<file path="src/pkg/bss_consts.vh">
// Timing constants and encodings for the baler stroke sequencer.
`ifndef BSS_CONSTS_VH
`define BSS_CONSTS_VH
`define BSS_CLK_HZ 10000000
`define BSS_PRESS_QUAL_MS 1000
`define BSS_UNL_BLANK_MS 2000
`define BSS_PRESS_QUAL_CYC ((`BSS_CLK_HZ / 1000) * `BSS_PRESS_QUAL_MS)
`define BSS_UNL_BLANK_CYC ((`BSS_CLK_HZ / 1000) * `BSS_UNL_BLANK_MS)
`define BSS_DOOR_MISMATCH_CYC 1000
`define BSS_CNT_W 32
`define BSS_MSG_NONE 2'h0
`define BSS_MSG_HOT 2'h1
`define BSS_MSG_FULL 2'h2
`define BSS_MSG_DOOR 2'h3
`endif

</file>
<file path="src/design/bss_sync.v">
// Two-stage synchroniser bank for asynchronous switch inputs.
`timescale 1ns/10ps
module bss_sync #(
   parameter WIDTH = 1,
   parameter [WIDTH-1:0] INIT = {WIDTH{1'b1}}
) (
   // Clock and reset
   input wire clk,
   input wire reset,
   // Data
   input wire [WIDTH-1:0] async_in,
   output wire [WIDTH-1:0] sync_out
);
   reg [WIDTH-1:0] stage1;
   reg [WIDTH-1:0] stage2;

   // The first stage feeds only the second stage.
   always @(posedge clk or posedge reset) begin
      if (reset) begin
         stage1 <= INIT;
         stage2 <= INIT;
      end else begin
         stage1 <= async_in;
         stage2 <= stage1;
      end
   end

   assign sync_out = stage2;
endmodule // bss_sync

</file>
<file path="src/design/bss_qual.v">
// Latched qualification timer: input must hold for COUNT cycles.
`timescale 1ns/10ps
module bss_qual #(
   parameter CNT_W = 32,
   parameter [CNT_W-1:0] COUNT = 32'd10000000
) (
   // Clock and reset
   input wire clk,
   input wire reset,
   // Control
   input wire level,
   input wire clear,
   output reg qualified
);
   reg [CNT_W-1:0] count;

   always @(posedge clk or posedge reset) begin
      if (reset) begin
         count <= {CNT_W{1'b0}};
         qualified <= 1'b0;
      end else begin
         if (!level) begin
            count <= {CNT_W{1'b0}};
         end else if (count < COUNT) begin
            count <= count + {{(CNT_W-1){1'b0}}, 1'b1};
         end
         // A new qualification wins over a clear in the same cycle.
         if (level && count == COUNT - {{(CNT_W-1){1'b0}}, 1'b1}) begin
            qualified <= 1'b1;
         end else if (clear) begin
            qualified <= 1'b0;
         end
      end
   end
endmodule // bss_qual

</file>
<file path="src/design/bss_stroke_seq.v">
// Baler stroke sequencer: stroke control, full bale, door and heat lockout.
// How it works
// - The pressure input is active low, high meaning the switch is open.
// - Pressure counts only after one second of unbroken low, then latches.
// - Stroke end and cylinder position come from pressure and drive way.
// - The full-bale limit input is active low at full extension.
// - Pressure before the full-bale limit during compaction flags full.
// - While active, not full and beam blocked, cycles keep starting.
// - Two door contacts that disagree lock out all baler operation.
// - The door lamp is lit while the door is open or lockout holds.
// - Over-temperature halts everything and shows the hot message.
// - The un-loader input is ignored for two seconds of every stroke.
// - With an un-loader, pressure on a down stroke before it flags full.
// - Un-loader closure stops drive at top and bottom of travel.
// - A stroke ends on un-loader closure or qualified pressure.
`timescale 1ns/10ps
`include "bss_consts.vh"
module bss_stroke_seq #(
   parameter CNT_W = `BSS_CNT_W,
   parameter [CNT_W-1:0] PRESS_QUAL_CYC = `BSS_PRESS_QUAL_CYC,
   parameter [CNT_W-1:0] UNL_BLANK_CYC = `BSS_UNL_BLANK_CYC,
   parameter [CNT_W-1:0] DOOR_MISMATCH_CYC = `BSS_DOOR_MISMATCH_CYC
) (
   // Clock and reset
   input wire clk,
   input wire reset,
   // Operator controls
   input wire enable,
   input wire start,
   input wire unloader_fitted,
   input wire full_clear,
   // Switch inputs, all asynchronous
   input wire pressure_n,
   input wire limit_n,
   input wire door_a_n,
   input wire door_b_n,
   input wire hot,
   input wire beam_blocked,
   // Drive and indication
   output reg drive_up,
   output reg drive_down,
   output reg extended,
   output reg retracted,
   output reg bale_full,
   output reg lockout,
   output reg door_led,
   output reg [1:0] message,
   output reg stroke_done
);
   localparam [3:0] ST_IDLE = 4'h1;
   localparam [3:0] ST_DOWN = 4'h2;
   localparam [3:0] ST_UP = 4'h4;
   localparam [3:0] ST_HALT = 4'h8;

   ////////////////////////////////////////////////////////////////////////
   // Input synchronisation.

   wire [5:0] sync_in;
   wire press_low;
   wire limit_low;
   wire door_a_shut;
   wire door_b_shut;
   wire hot_s;
   wire beam_s;

   bss_sync #(.WIDTH(6), .INIT(6'h0F)) u_sync (
      .clk(clk),
      .reset(reset),
      .async_in({beam_blocked, hot, door_b_n, door_a_n, limit_n,
         pressure_n}),
      .sync_out(sync_in)
   );

   assign press_low = ~sync_in[0];
   assign limit_low = ~sync_in[1];
   // Door contacts pull low when the door is shut.
   assign door_a_shut = ~sync_in[2];
   assign door_b_shut = ~sync_in[3];
   assign hot_s = sync_in[4];
   assign beam_s = sync_in[5];

   ////////////////////////////////////////////////////////////////////////
   // Pressure qualification and stroke blanking.

   reg [3:0] state;
   reg [3:0] next_state;
   reg [CNT_W-1:0] blank_cnt;
   reg [CNT_W-1:0] door_cnt;
   reg press_seen;
   wire press_q;
   wire in_stroke;
   wire blank_done;
   wire limit_seen;
   wire stroke_end;
   wire door_mismatch;
   wire door_open;
   wire stop_all;

   bss_qual #(.CNT_W(CNT_W), .COUNT(PRESS_QUAL_CYC)) u_qual (
      .clk(clk),
      .reset(reset),
      .level(press_low),
      .clear(stroke_end | ~in_stroke),
      .qualified(press_q)
   );

   assign in_stroke = (state == ST_DOWN) || (state == ST_UP);
   assign blank_done = (blank_cnt >= UNL_BLANK_CYC);
   // The un-loader shares the limit input when fitted.
   assign limit_seen = unloader_fitted && blank_done && limit_low;
   assign stroke_end = in_stroke && (press_q || limit_seen);

   always @(posedge clk or posedge reset) begin
      if (reset) begin
         blank_cnt <= {CNT_W{1'b0}};
         press_seen <= 1'b0;
      end else begin
         press_seen <= press_q;
         if (!in_stroke || stroke_end) begin
            blank_cnt <= {CNT_W{1'b0}};
         end else if (!blank_done) begin
            blank_cnt <= blank_cnt + {{(CNT_W-1){1'b0}}, 1'b1};
         end
      end
   end

   ////////////////////////////////////////////////////////////////////////
   // Door and thermal safety.

   // A brief skew between contacts halts the drives; a lasting one locks out.
   assign door_mismatch = door_a_shut ^ door_b_shut;
   assign door_open = ~door_a_shut & ~door_b_shut;

   always @(posedge clk or posedge reset) begin
      if (reset) begin
         door_cnt <= {CNT_W{1'b0}};
         lockout <= 1'b0;
         door_led <= 1'b1;
      end else begin
         if (!door_mismatch) begin
            door_cnt <= {CNT_W{1'b0}};
         end else if (door_cnt < DOOR_MISMATCH_CYC) begin
            door_cnt <= door_cnt + {{(CNT_W-1){1'b0}}, 1'b1};
         end
         // The lockout holds until both contacts open together again.
         if (door_mismatch && door_cnt >= DOOR_MISMATCH_CYC) begin
            lockout <= 1'b1;
         end else if (door_open) begin
            lockout <= 1'b0;
         end
         door_led <= door_open | door_mismatch | lockout;
      end
   end

   assign stop_all = lockout | door_mismatch | door_open | hot_s;

   ////////////////////////////////////////////////////////////////////////
   // Stroke sequencer.

   always @* begin
      next_state = state;
      case (state)
         ST_IDLE: begin
            if (stop_all) begin
               next_state = ST_HALT;
            end else if (enable && (start || (beam_s && !bale_full))) begin
               next_state = ST_DOWN;
            end
         end
         ST_DOWN: begin
            if (stop_all) begin
               next_state = ST_HALT;
            end else if (stroke_end) begin
               next_state = ST_UP;
            end
         end
         ST_UP: begin
            if (stop_all) begin
               next_state = ST_HALT;
            end else if (stroke_end) begin
               next_state = ST_IDLE;
            end
         end
         ST_HALT: begin
            if (!stop_all) begin
               next_state = ST_IDLE;
            end
         end
         default: begin
            next_state = ST_HALT;
         end
      endcase
   end

   // Drives follow the next state so that the contactor and the state move
   // on the same edge; a stop therefore drops both drives at once.
   always @(posedge clk or posedge reset) begin
      if (reset) begin
         state <= ST_HALT;
         drive_up <= 1'b0;
         drive_down <= 1'b0;
         stroke_done <= 1'b0;
      end else begin
         state <= next_state;
         drive_down <= (next_state == ST_DOWN);
         drive_up <= (next_state == ST_UP);
         stroke_done <= stroke_end;
      end
   end

   ////////////////////////////////////////////////////////////////////////
   // Cylinder position, full bale and display.

   // Message priority: heat outranks the door, the door outranks full.
   function [1:0] msg_code;
      input is_hot;
      input is_door;
      input is_full;
      begin
         if (is_hot) begin
            msg_code = `BSS_MSG_HOT;
         end else if (is_door) begin
            msg_code = `BSS_MSG_DOOR;
         end else if (is_full) begin
            msg_code = `BSS_MSG_FULL;
         end else begin
            msg_code = `BSS_MSG_NONE;
         end
      end
   endfunction

   // There is no position sensor, so both flags stay low mid-stroke and
   // after a halted stroke until the next stroke end is seen.
   always @(posedge clk or posedge reset) begin
      if (reset) begin
         extended <= 1'b0;
         retracted <= 1'b0;
      end else begin
         if (stroke_end && state == ST_DOWN) begin
            extended <= 1'b1;
            retracted <= 1'b0;
         end else if (stroke_end && state == ST_UP) begin
            extended <= 1'b0;
            retracted <= 1'b1;
         end else if (in_stroke) begin
            extended <= 1'b0;
            retracted <= 1'b0;
         end
      end
   end

   always @(posedge clk or posedge reset) begin
      if (reset) begin
         bale_full <= 1'b0;
      end else begin
         // Full wins over an operator clear in the same cycle.
         if (state == ST_DOWN && press_q && !press_seen &&
            (unloader_fitted ? !limit_seen : !limit_low)) begin
            bale_full <= 1'b1;
         end else if (full_clear) begin
            bale_full <= 1'b0;
         end
      end
   end

   always @(posedge clk or posedge reset) begin
      if (reset) begin
         message <= `BSS_MSG_NONE;
      end else begin
         message <= msg_code(hot_s, lockout | door_mismatch | door_open,
            bale_full);
      end
   end
endmodule // bss_stroke_seq

</file>
<file path="config.mk">
export PLATFORM = sky130hd
export DESIGN_NAME = bss_stroke_seq
export DESIGN_NICKNAME = d
export VERILOG_FILES = /design/src/design/bss_sync.v /design/src/design/bss_qual.v /design/src/design/bss_stroke_seq.v
export VERILOG_INCLUDE_DIRS = /design/src /design/src/pkg
export SDC_FILE = /design/constraint.sdc
export NUM_CORES = 1
export LEC_CHECK = 0
export ABC_AREA = 1
export BUFFER_PORTS_ARGS = -buffer_cell sky130_fd_sc_hd__buf_2
export CORE_ASPECT_RATIO = 2
export CORE_MARGIN = 2
export CORE_UTILIZATION = 40
export DETAILED_ROUTE_END_ITERATION = 6
export HOLD_SLACK_MARGIN = 0.12
export PLACE_DENSITY = 0.55
export RECOVER_POWER = 50
export REMOVE_ABC_BUFFERS = 1
export SYNTH_ARGS = -nofsm -noshare
export SYNTH_HDL_FRONTEND = slang
export SYNTH_HIERARCHICAL = 1
export SYNTH_SLANG_ARGS = --single-unit
</file>
<file path="constraint.sdc">
create_clock -name clk -period 2.3 [get_ports clk]
set_input_delay 0.46 -clock clk [delete_from_list [all_inputs] [get_ports clk]]
set_output_delay 0.46 -clock clk [all_outputs]
set_load 0.01 [all_outputs]
</file>
==> impl_metrics.py <==
metrics = {
    "clock_tree": {
        "ctsLongestPathBuffers": 2,
        "numClockSinks": 124,
        "clockRootBuffer": "clkbuf_16",
        "clk_latency_ns": 0.42,
        "post_cts.repair.setup_buffers": 0,
        "clkTransAtPathRegs_ns": 0.06,
        "cts_buffers": 17,
        "cts_tree": "built",
        "cts_max_level": 4,
    },
    "global_route": {
        "grt_use_met1_pct": 18.7,
        "grt_use_met2_pct": 37.1,
        "use_met3_pct": 4.50,
        "grt_pass1_wl_um": 25300,
        "grt_start_max_net_pins": 41,
        "grt_antenna_before_repair": 1,
        "gr-max-usage-layer": "met2",
        "grt.total_usage_pct": 19.2,
        "grt_pass1_vias": 5314,
        "gr-total-overflow": 0,
    },
    "timing": {
        "rsz0062_at_grt": "false",
        "slew_headroom_pct": 40.0,
        "skew_ns": 0.0110,
        "finalSetupViolations": 0,
        "hold_violations": 0,
        "final_max_slew_viol_count": 0,
        "layout_min_cycle_time_ns": 1.88,
        "tightestPinTransition_ns": 0.900,
        "max_freq_mhz": 532,
        "whs_ns": 0.145,
        "period_share_pct": 81.8,
    },
    "critical_path": {
        "r2r_start": "u_qual/count[18]",
        "cp-start-kind": "register",
        "cp-end-kind": "register",
        "r2r_end": "u_qual/count[15]",
        "path_class": "register to register",
        "crit_path_max_fanout": 23,
        "r2r_slack_ns": 0.42,
        "crit_arrival_ns": 2.19,
        "rr_worst_depth": 10,
        "required_ns": 2.61,
    },
    "run_status": {
        "outcome": "complete, no violations",
    },
    "worst_hold_path": {
        "worstHoldStart": "limit_n",
        "worstHoldPathCells": 1,
        "min_to": "u_sync/stage1[1]",
        "min_path_type": "input pin to register",
    },
    "route": {
        "wl_um": 14800,
        "wl_per_cell_um": 13.7,
        "detail-route-antenna-nets": 0,
        "post_drt_via_cell_ratio": 4.75,
        "drtPass1Iterations": 4,
        "drt_iter0_drc": 112,
        "drcViolationCount": 0,
        "vias": 5148,
    },
    "die": {
        "die_area_um2": 17000,
        "die_h_um": 183,
        "start_util_pct": 40.7,
        "core_um2": 15700,
        "ios": 22,
        "rows": 65,
        "die_w_um": 93.3,
    },
    "placement": {
        "numPortBuffers": 21,
        "place_congestion": 0.882,
        "dp_hpwl_um": 11100,
    },
    "logic_synthesis": {
        "ys_ff_latch": 124,
        "yosys_warnings": 6,
        "ys_seq_area_share_pct": 48.8,
        "yosys.area.top_type_share_pct": 44.7,
        "syn_area_um2": 6380,
        "netlist_instances": 831,
        "avgSynthCellArea_um2": 7.68,
        "synth_area_leaders": "dfrtp_1 45%, nand2_1 12%, nor2_1 9.0%",
        "yosysTopAreaCell": "dfrtp_1",
        "synth.distinct_cells": 40,
    },
    "final_layout": {
        "drive_above_1_share_pct": 11.5,
        "final_common_cell": "nand2_1",
        "final_core_util_pct": 46.7,
        "area_delta_synth_final_pct": 15.0,
        "n_antenna_cell": 0,
        "fillers": 1630,
        "fin_nets": 888,
        "final_cell_mix": "211 x nand2_1, 153 x nor2_1, 120 x inv_1, 114 x dfrtp_1, 64 x nand3_1",
    },
    "pwr": {
        "max-vdd-ir-drop_mv": 0.473,
        "p_per_area_nw_per_um2": 700,
        "p_leak_nw": 3.49,
        "finalPower_w": 0.00514,
    },
    "flow_run": {
        "drv_cap": 0,
    },
}
worst max-delay path, cell delays in order, from the launching register on:
cell and delay (ns):
dfrtp_1 0.45, inv_1 0.12, nand2_1 0.06, nor2_1 0.11
nand2_1 0.09, nor2_4 0.19, nand2_4 0.14, nand2_8 0.16
nand2_4 0.23, nand2_1 0.15, nand2_1 0.06
routing by layer:
metal | vias to the layer above | routed length [µm]
li1 | 2645 | -
met1 | 2415 | 5410
met2 | 59 | 8530
met3 | 27 | 411
met4 | 2 | 442
met5 | - | 13
power breakdown:
group,internal [W],switching (W),leakage (nW)
Combinational,0.0000426,0.000109,1.52
Clock,0.00174,0.00100,0.299
Sequential,0.00222,0.0000201,1.67
sequential cells by signal (all words and copies together) (netlist names), 2 cells and up:
signal and flops:
blank_cnt 32, door_cnt 32, u_qual/count 32, u_sync/stage1 6, u_sync/sync_out 6, state 4, message 2
final cells by class:
class | instances | area, µm² | share of cell area (%)
sequential | 124 | 3120 | 42.5
clock buffer | 19 | 443 | 6.04
clock inverter | 13 | 165 | 2.25
tap | 201 | 251 | 3.43
inverter | 123 | 463 | 6.31
multi-input combinational | 568 | 2700 | 36.7
timing repair buffer | 35 | 203 | 2.76
cell usage after synthesis:
cell type	n
a21oi_1	12
a21oi_4	1
and2_1	4
and3_1	1
buf_1	1
buf_2	3
buf_4	3
buf_6	3
buf_8	1
clkbuf_1	5
clkinv_1	1
dfrtp_1	114
dfstp_2	10
ha_1	7
inv_1	121
inv_2	1
nand2_1	211
nand2_2	7
nand2_4	3
nand2_8	1
nand3_1	64
nand3_2	1
nand3_4	1
nand3b_1	3
nand4_1	22
nor2_1	153
nor2_2	8
nor2_4	4
nor3_1	16
nor3_2	2
nor4_1	2
o211ai_1	2
o21ai_0	14
o21ai_1	1
o21bai_1	2
o31ai_1	3
or2_1	2
or2_2	1
xnor2_1	8
xor2_1	12
repair_timing:
action	4_1_cts	5_1_grt
gates resized for setup	0	0
endpoints found under the hold margin	20	0
hold buffers	2	0
cells by family after synthesis:
group,Yosys count,share of synthesized area [%]
simple gates,506,34.9
buf+inv,139,8.94
fa+ha+maj,7,1.37
flops,124,48.8
compound gates,35,3.20
xor+xnor,20,2.74
worst max-delay path by stage:
stage | startpoint | depth (start not counted) | slack, ns | to
3_3_place_gp | blank_cnt[19] | 11 | 0.39 | blank_cnt[5]
2_1_floorplan | reset | 1 | -0.18 | bale_full
6_report | u_qual/count[18] | 10 | 0.42 | u_qual/count[15]
4_1_cts | blank_cnt[11] | 11 | 0.39 | blank_cnt[5]
3_5_place_dp | blank_cnt[19] | 11 | 0.41 | blank_cnt[5]
5_1_grt | blank_cnt[13] | 11 | 0.18 | blank_cnt[21]
stage by stage:
step | cells | cell area (µm²) | TNS, ns | setup slack, ns
after global placement | 1049 | 6730 | 0 | 0.388
after CTS | 1083 | 7360 | 0 | 0.388
after floorplan | 815 | 6270 | -13.87 | -0.180
after global routing | 1083 | 7340 | 0 | 0.176
final | 1083 | 7340 | 0 | 0.419
after detailed placement | 1049 | 6730 | 0 | 0.407
No activity file was read; power rests on OpenSTA's default activity.
